## src/hw/fbd_params.svh

```systemverilog
// constants of the four-channel byte dma controller: register offsets,
// field positions and reset values.
// assumes the including file uses the fbd_ prefix for its own names.
`ifndef FBD_PARAMS_SVH
`define FBD_PARAMS_SVH

// 5-bit register select offsets
`define FBD_OFS_CTL_BASE 5'h10
`define FBD_OFS_PRI 5'h14
`define FBD_OFS_IEN 5'h15
`define FBD_OFS_CHN 5'h16

// channel control fields
`define FBD_CTL_DIR 0
`define FBD_CTL_TSC 1
`define FBD_CTL_BURST 2
`define FBD_CTL_DEC 3
`define FBD_CTL_WMASK 8'h0f
`define FBD_CTL_BUSY 6
`define FBD_CTL_DONE 7

// priority, interrupt and chain fields
`define FBD_PRI_ROT 7
`define FBD_IEN_FLAG 7
`define FBD_CHN_EN 0
`define FBD_CHN_SEL_LO 1

// value after reset and count of the last byte
`define FBD_RST_BYTE 8'h00
`define FBD_LAST_BYTE_CNT 16'h0001

// completion record: block end, channel, address
`define FBD_LOG_W 19
`define FBD_BUF_DEPTH 2

`endif

```

## src/hw/fbd_pkg.sv

```systemverilog
// types of the four-channel byte dma controller.
// assumes fbd_params.svh is on the include path.
`include "fbd_params.svh"
package fbd_pkg;

  // gray along idle, request, transfer
  typedef enum logic [1:0] {
    FBD_IDLE = 2'b00,
    FBD_REQ = 2'b01,
    FBD_XFER = 2'b11,
    FBD_WAIT = 2'b10
  } fbd_state_t;

  typedef struct packed {
    fbd_state_t st;
    logic [1:0] ch;
    logic [1:0] last;
    logic [3:0][15:0] adr;
    logic [3:0][15:0] cnt;
    logic [3:0][7:0] ctl;
    logic [3:0] done;
    logic [7:0] pri;
    logic [7:0] ien;
    logic [7:0] chn;
    logic p2;
    logic [7:0] rdata;
  } fbd_regs_t;

endpackage

```

## src/hw/fbd_dmac.sv

```systemverilog
// four-channel byte dma controller on a processor bus.
// assumes all pins synchronous to sys_clk, mem_phase_clk a sampled level.
// Operation
// (RULE_01) fifteen registers: address and count per channel, controls.
// (RULE_02) channel control sets direction, mode and address step direction.
// (RULE_03) each channel runs clock-stretch steal, halt steal or halt burst.
// (RULE_04) control register shows read-only busy and done bits.
// (RULE_05) priority control: per-channel request enables, fixed or rotating.
// (RULE_06) count zero gives block end and interrupt gated by enables.
// (RULE_07) chained channel reloads from channel 3 at count zero.
// (RULE_08) winning request raises bus request; after grant strobe, drive bus.
// (RULE_09) reset clears all but address and count registers.
// (RULE_10) software programs a channel before enabling its request.
// (RULE_11) stretch mode drives stretch request, one byte, then releases; here the request is held only until grant, before the byte moves.
// (RULE_12) clock driver answers stretch with grant and floats the processor.
// (RULE_13) halt steal drives halt, takes bus available as grant, one byte.
// (RULE_14) halt burst holds processor until count reaches zero.
// (RULE_15) data drivers on only during processor register reads.
// (RULE_16) select pin drives high channel bit only in four-channel dma.
// (RULE_17) low address pins select registers, or carry the dma address.
// (RULE_18) enabled interrupt drives shared output low after the last byte.
// (RULE_19) selected read returns a register; selected write stores it.
// (RULE_20) dma read/write follows control bit 0 of serviced channel.
// (RULE_21) system qualifies select with valid memory, open collector.
// (RULE_22) high request sampled on memory-phase rise; best channel served.
// (RULE_23) channel number encoded on high and low acknowledge bits.
// (RULE_24) everything is timed by the non-stretched memory-phase clock.
// (RULE_25) each byte steps address by one and decrements count.
`timescale 1ns/100ps
`default_nettype none
`include "fbd_params.svh"
module fbd_dmac (
  input wire logic sys_clk,
  input wire logic rst,
  input wire logic external_reset_n,
  input wire logic mem_phase_clk,
  input wire logic four_channel_mode,
  input wire logic [3:0] channel_transfer_request,
  input wire logic bus_grant_in,
  output logic clock_stretch_request_n,
  output logic cpu_halt_request_n,
  input wire logic select_or_channel_bit_hi_in,
  output logic select_or_channel_bit_hi_out,
  output logic select_or_channel_bit_hi_oe,
  output logic channel_bit_lo,
  output logic transfer_strobe_n,
  output logic valid_memory_qualifier,
  output logic irq_block_end_n,
  input wire logic [4:0] reg_sel_in,
  output logic [15:0] addr_out,
  output logic addr_oe,
  input wire logic rw_in,
  output logic rw_out,
  output logic rw_oe,
  input wire logic [7:0] data_in,
  output logic [7:0] data_out,
  output logic data_oe,
  output logic log_valid,
  input wire logic log_ready,
  output logic [`FBD_LOG_W-1:0] log_data
);
  fbd_pkg::fbd_regs_t q, n;
  logic p2_rise, p2_fall, dma, sel, cpu_wr, last_byte, irq_flag;
  logic arb_any, push, push_ready, burst, three_state_stretch, halt_mode;
  logic [1:0] win;
  logic [3:0] elig;
  logic [15:0] cur_adr, cur_cnt;
  logic [7:0] cur_ctl;
  logic [`FBD_LOG_W-1:0] push_data;

  // edges of the memory-phase clock, never the stretched cpu clock
  assign p2_rise = mem_phase_clk && !q.p2; // RULE_24
  assign p2_fall = !mem_phase_clk && q.p2; // RULE_24

  assign cur_adr = q.adr[q.ch];
  assign cur_cnt = q.cnt[q.ch];
  assign cur_ctl = q.ctl[q.ch];
  // tsc wins over burst so that exactly one mode is in force
  assign three_state_stretch = cur_ctl[`FBD_CTL_TSC]; // RULE_03
  assign burst = cur_ctl[`FBD_CTL_BURST] && !three_state_stretch; // RULE_03
  assign halt_mode = !three_state_stretch;
  assign dma = q.st == fbd_pkg::FBD_XFER || q.st == fbd_pkg::FBD_WAIT;
  assign last_byte = cur_cnt == `FBD_LAST_BYTE_CNT;

  // while the pin carries the channel bit it cannot select the chip
  assign sel = !select_or_channel_bit_hi_in && !dma;
  assign cpu_wr = sel && !rw_in && p2_fall; // RULE_19

  // a channel with nothing left to move never competes
  for (genvar c = 0; c < 4; c++) begin : g_elig
    assign elig[c] = channel_transfer_request[c] && q.pri[c] &&
                     q.cnt[c] != 16'h0000; // RULE_05
  end

  fbd_arb u_arb (
    .req(elig),
    .rotate(q.pri[`FBD_PRI_ROT]),
    .last(q.last),
    .any(arb_any),
    .win(win)
  );

  assign push = q.st == fbd_pkg::FBD_XFER && p2_fall;
  assign push_data = {last_byte, q.ch, cur_adr};

  fbd_buf2 u_log (
    .sys_clk(sys_clk),
    .rst(rst),
    .in_valid(push),
    .in_ready(push_ready),
    .in_data(push_data),
    .out_valid(log_valid),
    .out_ready(log_ready),
    .out_data(log_data)
  );

  assign irq_flag = |(q.done & q.ien[3:0]); // RULE_06

  always_comb begin
    n = q;
    n.p2 = mem_phase_clk;

    // register writes from the processor
    if (cpu_wr) begin
      if (reg_sel_in < `FBD_OFS_CTL_BASE) begin // RULE_01
        if (!reg_sel_in[1] && !reg_sel_in[0]) begin
          n.adr[reg_sel_in[3:2]][15:8] = data_in;
        end else if (!reg_sel_in[1]) begin
          n.adr[reg_sel_in[3:2]][7:0] = data_in;
        end else if (!reg_sel_in[0]) begin
          n.cnt[reg_sel_in[3:2]][15:8] = data_in;
        end else begin
          n.cnt[reg_sel_in[3:2]][7:0] = data_in;
        end
      end else if (reg_sel_in < `FBD_OFS_PRI) begin
        n.ctl[reg_sel_in[1:0]] = data_in & `FBD_CTL_WMASK; // RULE_02
        n.done[reg_sel_in[1:0]] = 1'b0;
      end else if (reg_sel_in == `FBD_OFS_PRI) begin
        n.pri = data_in; // RULE_05
      end else if (reg_sel_in == `FBD_OFS_IEN) begin
        n.ien = data_in & 8'h0f;
      end else if (reg_sel_in == `FBD_OFS_CHN) begin
        n.chn = data_in & 8'h07;
      end
    end

    // read data is prepared every cycle and held in a flop
    n.rdata = `FBD_RST_BYTE;
    if (reg_sel_in < `FBD_OFS_CTL_BASE) begin
      if (!reg_sel_in[1] && !reg_sel_in[0]) begin
        n.rdata = q.adr[reg_sel_in[3:2]][15:8];
      end else if (!reg_sel_in[1]) begin
        n.rdata = q.adr[reg_sel_in[3:2]][7:0];
      end else if (!reg_sel_in[0]) begin
        n.rdata = q.cnt[reg_sel_in[3:2]][15:8];
      end else begin
        n.rdata = q.cnt[reg_sel_in[3:2]][7:0];
      end
    end else if (reg_sel_in < `FBD_OFS_PRI) begin
      n.rdata = q.ctl[reg_sel_in[1:0]];
      n.rdata[`FBD_CTL_DONE] = q.done[reg_sel_in[1:0]]; // RULE_04
      n.rdata[`FBD_CTL_BUSY] = q.st != fbd_pkg::FBD_IDLE &&
                               q.ch == reg_sel_in[1:0]; // RULE_04
    end else if (reg_sel_in == `FBD_OFS_PRI) begin
      n.rdata = q.pri;
    end else if (reg_sel_in == `FBD_OFS_IEN) begin
      n.rdata = q.ien;
      n.rdata[`FBD_IEN_FLAG] = irq_flag; // RULE_06
    end else if (reg_sel_in == `FBD_OFS_CHN) begin
      n.rdata = q.chn;
    end

    case (q.st)
      fbd_pkg::FBD_IDLE: begin
        // requests are looked at only on the phase rise
        if (p2_rise && arb_any && push_ready) begin // RULE_22
          n.ch = win;
          n.st = fbd_pkg::FBD_REQ; // RULE_08
        end
      end
      fbd_pkg::FBD_REQ: begin
        if (p2_rise && bus_grant_in) begin
          n.st = fbd_pkg::FBD_XFER; // RULE_08
        end
      end
      fbd_pkg::FBD_XFER: begin
        if (p2_fall) begin
          if (cur_ctl[`FBD_CTL_DEC]) begin
            n.adr[q.ch] = cur_adr - 16'h0001; // RULE_25
          end else begin
            n.adr[q.ch] = cur_adr + 16'h0001; // RULE_25
          end
          n.cnt[q.ch] = cur_cnt - 16'h0001; // RULE_25
          if (last_byte) begin
            n.done[q.ch] = 1'b1; // RULE_06
            if (q.chn[`FBD_CHN_EN] &&
                q.chn[`FBD_CHN_SEL_LO +: 2] == q.ch) begin
              n.adr[q.ch] = q.adr[3]; // RULE_07
              n.cnt[q.ch] = q.cnt[3]; // RULE_07
            end
            n.last = q.ch;
            n.st = fbd_pkg::FBD_IDLE; // RULE_14
          end else if (burst) begin
            // later burst bytes sample the request on the phase fall
            if (channel_transfer_request[q.ch] && q.pri[q.ch] &&
                push_ready) begin
              n.st = fbd_pkg::FBD_XFER; // RULE_14
            end else begin
              n.st = fbd_pkg::FBD_WAIT; // RULE_14
            end
          end else begin
            n.last = q.ch;
            n.st = fbd_pkg::FBD_IDLE; // RULE_11 RULE_13
          end
        end
      end
      fbd_pkg::FBD_WAIT: begin
        // processor stays halted while a burst waits for its peripheral
        if (!q.pri[q.ch]) begin
          n.last = q.ch;
          n.st = fbd_pkg::FBD_IDLE;
        end else if (p2_fall && channel_transfer_request[q.ch] &&
                     push_ready) begin
          n.st = fbd_pkg::FBD_XFER; // RULE_14
        end
      end
      default: begin
        n.st = fbd_pkg::FBD_IDLE;
      end
    endcase

    // external reset spares address and count contents
    if (!external_reset_n) begin // RULE_09
      n.st = fbd_pkg::FBD_IDLE;
      n.ch = 2'h0;
      n.last = 2'h0;
      n.ctl = '0;
      n.done = 4'h0;
      n.pri = `FBD_RST_BYTE;
      n.ien = `FBD_RST_BYTE;
      n.chn = `FBD_RST_BYTE;
    end
  end

  always_ff @(posedge sys_clk) begin
    if (rst) begin
      q <= '0;
    end else begin
      q <= n;
    end
  end

  // bus requests follow the mode of the channel in service
  assign clock_stretch_request_n =
    !(q.st == fbd_pkg::FBD_REQ && three_state_stretch); // RULE_11
  assign cpu_halt_request_n =
    !(q.st != fbd_pkg::FBD_IDLE && halt_mode); // RULE_13 RULE_14
  assign transfer_strobe_n = q.st != fbd_pkg::FBD_XFER; // RULE_08
  assign valid_memory_qualifier = q.st == fbd_pkg::FBD_XFER; // RULE_08
  assign addr_out = cur_adr; // RULE_17
  assign addr_oe = dma; // RULE_17
  assign rw_out = cur_ctl[`FBD_CTL_DIR]; // RULE_20
  assign rw_oe = dma; // RULE_20
  assign channel_bit_lo = q.ch[0]; // RULE_23
  assign select_or_channel_bit_hi_out = q.ch[1]; // RULE_23
  assign select_or_channel_bit_hi_oe = dma && four_channel_mode; // RULE_16
  // drivers stay off in dma; a stale read flop never reaches the bus
  assign data_oe = sel && rw_in && mem_phase_clk; // RULE_15 RULE_19
  assign data_out = q.rdata;
  // block end marks the last byte, the interrupt holds it low afterwards
  assign irq_block_end_n =
    !((q.st == fbd_pkg::FBD_XFER && last_byte) || irq_flag); // RULE_18
endmodule
`default_nettype wire

```

## src/hw/fbd_arb.sv

```systemverilog
// request arbiter with fixed or rotating order.
// assumes requests are already masked by enable and nonzero count.
`timescale 1ns/100ps
`default_nettype none
module fbd_arb (
  input wire logic [3:0] req,
  input wire logic rotate,
  input wire logic [1:0] last,
  output logic any,
  output logic [1:0] win
);
  logic [3:0][1:0] idx;
  logic [3:0] hit;

  // slot g holds the channel tried g-th; rotating starts after last
  genvar g;
  for (g = 0; g < 4; g++) begin : g_slot
    assign idx[g] = rotate ? 2'(last + 2'(g + 1)) : 2'(g);
    assign hit[g] = req[idx[g]];
  end

  always_comb begin
    any = |hit;
    win = idx[3];
    for (int i = 3; i >= 0; i--) begin
      if (hit[i]) begin
        win = idx[i];
      end
    end
  end
endmodule
`default_nettype wire

```

## src/hw/fbd_buf2.sv

```systemverilog
// two-entry buffer with valid and ready on both sides.
// assumes one clock; a full buffer drops in_ready, never a word.
`timescale 1ns/100ps
`default_nettype none
`include "fbd_params.svh"
module fbd_buf2 #(
  parameter int W = `FBD_LOG_W,
  parameter int D = `FBD_BUF_DEPTH
) (
  input wire logic sys_clk,
  input wire logic rst,
  input wire logic in_valid,
  output logic in_ready,
  input wire logic [W-1:0] in_data,
  output logic out_valid,
  input wire logic out_ready,
  output logic [W-1:0] out_data
);
  typedef struct packed {
    logic [D-1:0][W-1:0] mem;
    logic [$clog2(D)-1:0] wp;
    logic [$clog2(D)-1:0] rp;
    logic [$clog2(D+1)-1:0] cnt;
  } fbd_buf_t;

  fbd_buf_t q, n;
  logic push, pop;

  assign in_ready = q.cnt != D[$clog2(D+1)-1:0];
  assign out_valid = q.cnt != '0;
  assign out_data = q.mem[q.rp];
  assign push = in_valid && in_ready;
  assign pop = out_valid && out_ready;

  always_comb begin
    n = q;
    if (push) begin
      n.mem[q.wp] = in_data;
      n.wp = q.wp + 1'b1;
    end
    if (pop) begin
      n.rp = q.rp + 1'b1;
    end
    if (push && !pop) begin
      n.cnt = q.cnt + 1'b1;
    end else if (pop && !push) begin
      n.cnt = q.cnt - 1'b1;
    end
  end

  always_ff @(posedge sys_clk) begin
    if (rst) begin
      q <= '0;
    end else begin
      q <= n;
    end
  end
endmodule
`default_nettype wire

```

## config.mk

```make
export PLATFORM = sky130hd
export DESIGN_NAME = fbd_dmac
export DESIGN_NICKNAME = d
export VERILOG_FILES = /design/src/hw/fbd_pkg.sv /design/src/hw/fbd_dmac.sv /design/src/hw/fbd_arb.sv /design/src/hw/fbd_buf2.sv
export VERILOG_INCLUDE_DIRS = /design/src /design/src/hw
export SDC_FILE = /design/constraint.sdc
export NUM_CORES = 1
export LEC_CHECK = 0
export ABC_AREA = 0
export BUFFER_PORTS_ARGS = -buffer_cell sky130_fd_sc_hd__buf_2
export CORE_UTILIZATION = 55
export DETAILED_ROUTE_END_ITERATION = 10
export MAX_ROUTING_LAYER = met4
export PLACE_DENSITY = 0.73
export SLEW_MARGIN = 25
export SYNTH_ARGS = -nofsm -noshare
export SYNTH_HDL_FRONTEND = slang
export SYNTH_SLANG_ARGS = --single-unit
```

## constraint.sdc

```tcl
create_clock -name sys_clk -period 6.46 [get_ports sys_clk]
set_clock_uncertainty 0.1 [all_clocks]
set_input_delay 0.646 -clock sys_clk [delete_from_list [all_inputs] [get_ports sys_clk]]
set_output_delay 0.646 -clock sys_clk [all_outputs]
set_load 0.01 [all_outputs]
```

# Word level (Yosys, flattened, before mapping)
# Cells that the tools add are included.
# classes
addsub	10
multipliers	0
n_div	0
magnitude_cmp	16
eq_ne	17
shift	0
n_mux	108
bitwise_logic	9
reduce_logical	73
# op_table
operator	n
$bwmux W64	9
$mux W128	4
$mux W64	8
$mux W188	1
$mux W130	1
$bmux W16 S2	4
$demux W16 S2	3
$mux W16	6
$mux W8	10
$reduce_bool A16 Y1	4
$mux W60	1
$mux W19	3
$logic_and A1 B1 Y1	39
$bwmux W38	1
$mux W2	18
$mux W36	1
$bmux W8 S2	2
$bwmux W32	1
$sub A16 B1 Y16 const B	2
$mux W24	1
$mux W4	6
$lt A2 B3 Y1 const B	7
$demux W19 S1	1
$add A16 B1 Y16 const B	1
42 further kinds	99
# totals
reg_bits	236
latch_bits	0
mem_bits_rw	0
mem_bits_ro	0
inputBits	26
output_inout_bits	56
wordCells	259
memories	0

# Depth between registers and ports, before layout
# logic_depth
ltp_word	19
depth_mapped	14

# By module
# Synthesis repeated with hierarchy kept, for this count alone.
# unflattened
hier_cells	1494
hier_area_um2	13664.4
# by_module_without_submodules
mod	instances	cells_per_inst	area_per_inst_um2	seq_area_each_um2
fbd_dmac	1	1248	11419.7	3563.4
fbd_buf2	1	212	2006.9	840.8
fbd_arb	1	34	237.7	0.0

# Least setup slack after synthesis
# Ideal clock, no wire load.
# synth_path
path_kind	input port to flip-flop
from	input reg_sel_in[2]
to	register q (netlist bit data_out[6])
setup_ns	0.128
t_arrival_ns	3.088
path_slack_ns	3.144
path_stages	7
path_buffers	3
path_cell_list	buf_2 > buf_1 > buf_1 > mux4_2 > mux4_2 > o21ai_0 > nor2_1
# synth_via
elab_chain_len	6
word_cells_on_any_way	13
cone_classes	order compare (2); eq/ne (1); mux (10)
# synth_lines
item	line_no	rtl
from (decl)	fbd_dmac.sv:49	input wire logic [4:0] reg_sel_in,
$bmux W16 S2	fbd_dmac.sv:155, fbd_dmac.sv:157	
$mux W16 (implied by the code)	fbd_dmac.sv:157	n.rdata = q.cnt[reg_sel_in[3:2]][7:0];
$mux W8	fbd_dmac.sv:154	end else if (!reg_sel_in[0]) begin
$mux W8	fbd_dmac.sv:152	end else if (!reg_sel_in[1]) begin
$mux W8	fbd_dmac.sv:150	if (!reg_sel_in[1] && !reg_sel_in[0]) begin
$mux W8 *	fbd_dmac.sv:149	if (reg_sel_in < `FBD_OFS_CTL_BASE) begin
to (signal assigned)	fbd_dmac.sv:249	q <= n;
to (decl)	fbd_dmac.sv:62	fbd_pkg::fbd_regs_t q, n;
# Mark *: on every way between the ends. The rest lies on a longest branch, timed or not. The select of a mux whose other input is x is not followed.
# A chain may end at the register's enable or synchronous reset.

# Final worst setup path
# layout_path
from	register q (netlist bit channel_bit_lo)
to	output irq_block_end_n
# layout_via
elab_chain_len	6
# layout_lines
item	line_no	rtl
$bmux W16 S2	fbd_dmac.sv:76	assign cur_cnt = q.cnt[q.ch];
$mux W16 (implied by the code)	fbd_dmac.sv:76	
$eq A16 B1 Y1 (no line)	n/a	
$logic_and A1 B1 Y1	fbd_dmac.sv:272	!((q.st == fbd_pkg::FBD_XFER && last_byte) || irq_flag);
$logic_or A1 B1 Y1	fbd_dmac.sv:272	
$logic_not A1 Y1	fbd_dmac.sv:272	
to (decl)	fbd_dmac.sv:48	output logic irq_block_end_n,
# No other way between the ends. The select of a mux whose other input is x is not followed.

==> summary.md <==
| Metric | Value |
|---|---|
| Die height | between 150 and 200 µm |
| Cells on worst reg2reg path | 9 |
| Clock slew at reported path FFs | roughly 60 ps |
| Cell variety after synth | 73 |
| Cell chain of the critical path | mux4_1 -> inv_1 -> ha_1 -> nor4b_2 -> nand3_2 -> nor2_1 -> a21oi_1 -> buf_2 |
| Maximum vdd drop | 177 µV |
| Buffer levels on the longest clock path | 3 |
| Filler instances | 2058 |
| Post-Synth XOR/XNOR Area | 2.20% |
| Max-Cap Viols | 0 |
| Post-synthesis adder-cell area fraction | less than 1% |
| Via density | 6.72 |
| Clock sinks | between 200 and 250 |
| Synth Area in Simple Gates | about 18% |
| Flop2flop setup slack | approximately 2200 ps |
| Hold Crit Class | primary input to flip-flop |
| Reg2Reg Capture Point | q[193]$_SDFFE_PP0P_ |
| Main synth FF type | dfxtp_1 |
| FFs w/ async S/R, synth | 0% |
| Area fraction in compound gates after synthesis | 13.6% |
| Internal | about 2.3 mW |
| PD cells | 206 nW/µm² |
| Post-CTS Resized | 0 |
| Min Tclk post-route | about 4500 ps |
| Total Routing Usage GR | 32.8% |
| Largest net degree at the start of global routing | 101 |
| Area of the multi-input gates | 8430 µm² |
| CTS root buf | clkbuf_16 |
| HPWL after DPL | about 27000 µm |
| H-tree lvl count | 1 |
| Most frequent cells after synthesis | 220 x dfxtp_1, 177 x nor2_1, 165 x nand2_1, 98 x a21oi_1, 92 x mux2_2 |
| Synth area leaders | dfxtp_1 33%, mux4_2 12%, mux2_2 7.7%, mux2i_1 5.8%, nor2_1 4.9% |
| Worst-margin pin slew | between 1000 and 1500 ps |
| Critical R2R Launch | channel_bit_lo$_SDFFE_PP0P_ |
| Vias | about 12000 |
| Mux share of post-synthesis cell area | roughly 28% |
| Final Total Pwr | roughly 3.0 mW |
| DR WL/cell | approximately 23 µm |
| Initial DRC count | ~1400 |
| P_sw | 697 µW |
| Rel. slew slack | between 20 and 30% |
| TritonCTS clock tree | built |
| Critical path launch point type | flip-flop |
| Port Buffers | 81 |
| Flops & latches, synth | 220 |
| CP max-delay cell | dfxtp_4 |
| Num rows | 57 |
| Core Util, Final | 60.7% |
| Gr ovfl total | 0 |
| CP Capture Type | output pin |
| Hold depth | 2 |
| Post-CTS Setup Inserts | 0 |
| RSZ-0062 raised after global routing | false |
| Clk pwr share | between 50 and 60% |
| Register area | 4410 µm² |
| Clk Latency, worst-skew pair | around 540 ps |
| CP Class | flip-flop to output pin |
| Layout cells sized above 1 | about a quarter |
| Leakage | between 5 and 6 nW |
| Sw frac | about 23% |
| Full die area | between 20000 and 30000 µm² |
| Vias in the first global route | 11200 |
| First-pass GRT wire length | about 64000 µm |
| Initial Utilization | a little under three fifths |
| Count leader, synth | dfxtp_1 |
| Hold_buf cts | 0 |
| Post-route ant nets | 0 |
| Hold Startpoint | mem_phase_clk |
| Hold EP | q[8]$_SDFF_PP0_ |
| Fmax | between 0.2 and 0.25 GHz |
| Final nets | around 1500 |
| Seq pwr share | between 40% and 50% |
| DRC violations left | 0 |
| Largest family of logic cells by synthesized area | multiplexers |
| Sum Neg Setup Slack | 0 ps |
| Period Utilization, post-route | between 70% and 80% |
| Maximum fanout along the worst path | 37 |
| Seq/Total Area, Yosys | around a third |
| Required @ worst endpoint | between 5000 and 6000 ps |
| Syn. warnings | 0 |
| Syn Area/Cell | 9.30 µm² |
| Comb pwr share | 4.0% |
| Synth Instances | 1456 |
| Routed Wire Length | about 41000 µm |
| I/O pin total | between 80 and 90 |
| Setup violators final | 0 |
| Routability Congestion | ~1 |
| Delay-heaviest family, CP | simple AND/OR/NAND/NOR gates |
| Final Hold Fails | 0 |
| Iteration count of the initial detailed-routing pass | 7 |
| Worst Path Buf+Inv | 2 |
| Inserted Clock Buffers | 26 |
| Core Region | between 20000 and 25000 µm² |
| Initial antenna violation count | 1 |
| CP max stage delay | a little under 800 ps |
| Die Width | between 150 and 200 µm |
| Area delta synth->final | 8.69% |
| Crit path DAT | approximately 3800 ps |
| Syn nets | 1487 |
| Post-Syn Area | 13500 µm² |
| Status | finished clean |
| Top cell type's share of synthesized area | between 30% and 40% |
| Slew Limit Fails | 0 |
| Post-synth EDFFs | 0 |
| Top cell type by total area after synthesis | dfxtp_1 |
-- final cells by class --
class,instances,share of cell area (%)
flip-flops and latches,220,30.0
clock inverters,11,1.00
inverters,9,0.230
well taps,324,2.75
diodes,2,0.0340
repair buffers,95,3.51
multi-input cells,1087,57.3
clock buffers,35,5.20
-- worst register-to-register path, stage by stage (launching register included) --
cell and delay (ps):
dfxtp_4 780, mux4_1 740, inv_1 120, ha_1 170, nor4b_2 240, nand3_2 150, or3_2 940, nand2_2 490
nor2_1 100, a2111oi_0 360
-- per-stage QoR --
step	worst slack, ps	hold WS, ps	std cells	cell area (µm²)
global placement	2380	339	1735	13800
floorplan	3140	328	1456	13500
CTS	2000	264	1781	14700
global route	1800	295	1782	14700
detailed placement	2230	343	1735	13800
finish	1920	278	1783	14700
-- sequential cells by signal, summed over array words and instances (netlist names) --
register / cells
select_or_channel_bit_hi_out: 1
channel_bit_lo: 1
u_log.q: 42
q: 168
data_out: 8
-- how the worst max path moves through the flow --
stage,start,endpoint,slack [ps],cells past startpoint
finish,channel_bit_lo$_SDFFE_PP0P_,irq_block_end_n,1920,8
global route,channel_bit_lo$_SDFFE_PP0P_,irq_block_end_n,1800,6
CTS,channel_bit_lo$_SDFFE_PP0P_,irq_block_end_n,2000,8
detailed placement,channel_bit_lo$_SDFFE_PP0P_,q[193]$_SDFFE_PP0P_,2230,7
global placement,channel_bit_lo$_SDFFE_PP0P_,q[193]$_SDFFE_PP0P_,2380,9
floorplan,reg_sel_in[2],data_out[6]$_SDFF_PP0_,3140,7
-- power groups by stage --
stage | combinational [mW] | sequential (mW) | clock, mW
floorplan | 0.0796 | 1.39 | 0
global placement | 0.116 | 1.39 | 0
detailed placement | 0.116 | 1.39 | 0
CTS | 0.116 | 1.36 | 1.56
global route | 0.125 | 1.36 | 1.62
finish | 0.120 | 1.36 | 1.55
-- routing by layer --
metal  up-vias  part of all wire, %  GRT usage, %
met4         0                  3.5          12.5
met2       716                   45          50.0
met3       123                   10          6.32
met5         -                    0             -
li1       5318                    -             -
met1      5823                   41          43.2
-- layout by cell type, fill, tap and decap left out, types with 15 or more instances in the layout --
| cell | count |
|---|---|
| a211oi_1 | 72 |
| a21oi_1 | 98 |
| buf_2 | 80 |
| clkbuf_16 | 27 |
| dfxtp_1 | 218 |
| mux2_2 | 92 |
| mux2i_1 | 78 |
| mux4_2 | 71 |
| nand2_1 | 165 |
| nand3_1 | 31 |
| nand4_1 | 15 |
| nor2_1 | 176 |
| nor3_1 | 17 |
| nor4_1 | 27 |
| xor2_1 | 23 |
-- cells by family after synthesis --
family | after synthesis
multiplexers | 253
XOR/XNOR | 34
flip-flops | 220
AND/OR/NAND/NOR | 520
adder cells (fa/ha/maj) | 5
AO/OA/AOI/OAI | 275
buffers and inverters | 149
Note: power is estimated with default switching activity, not from simulation.
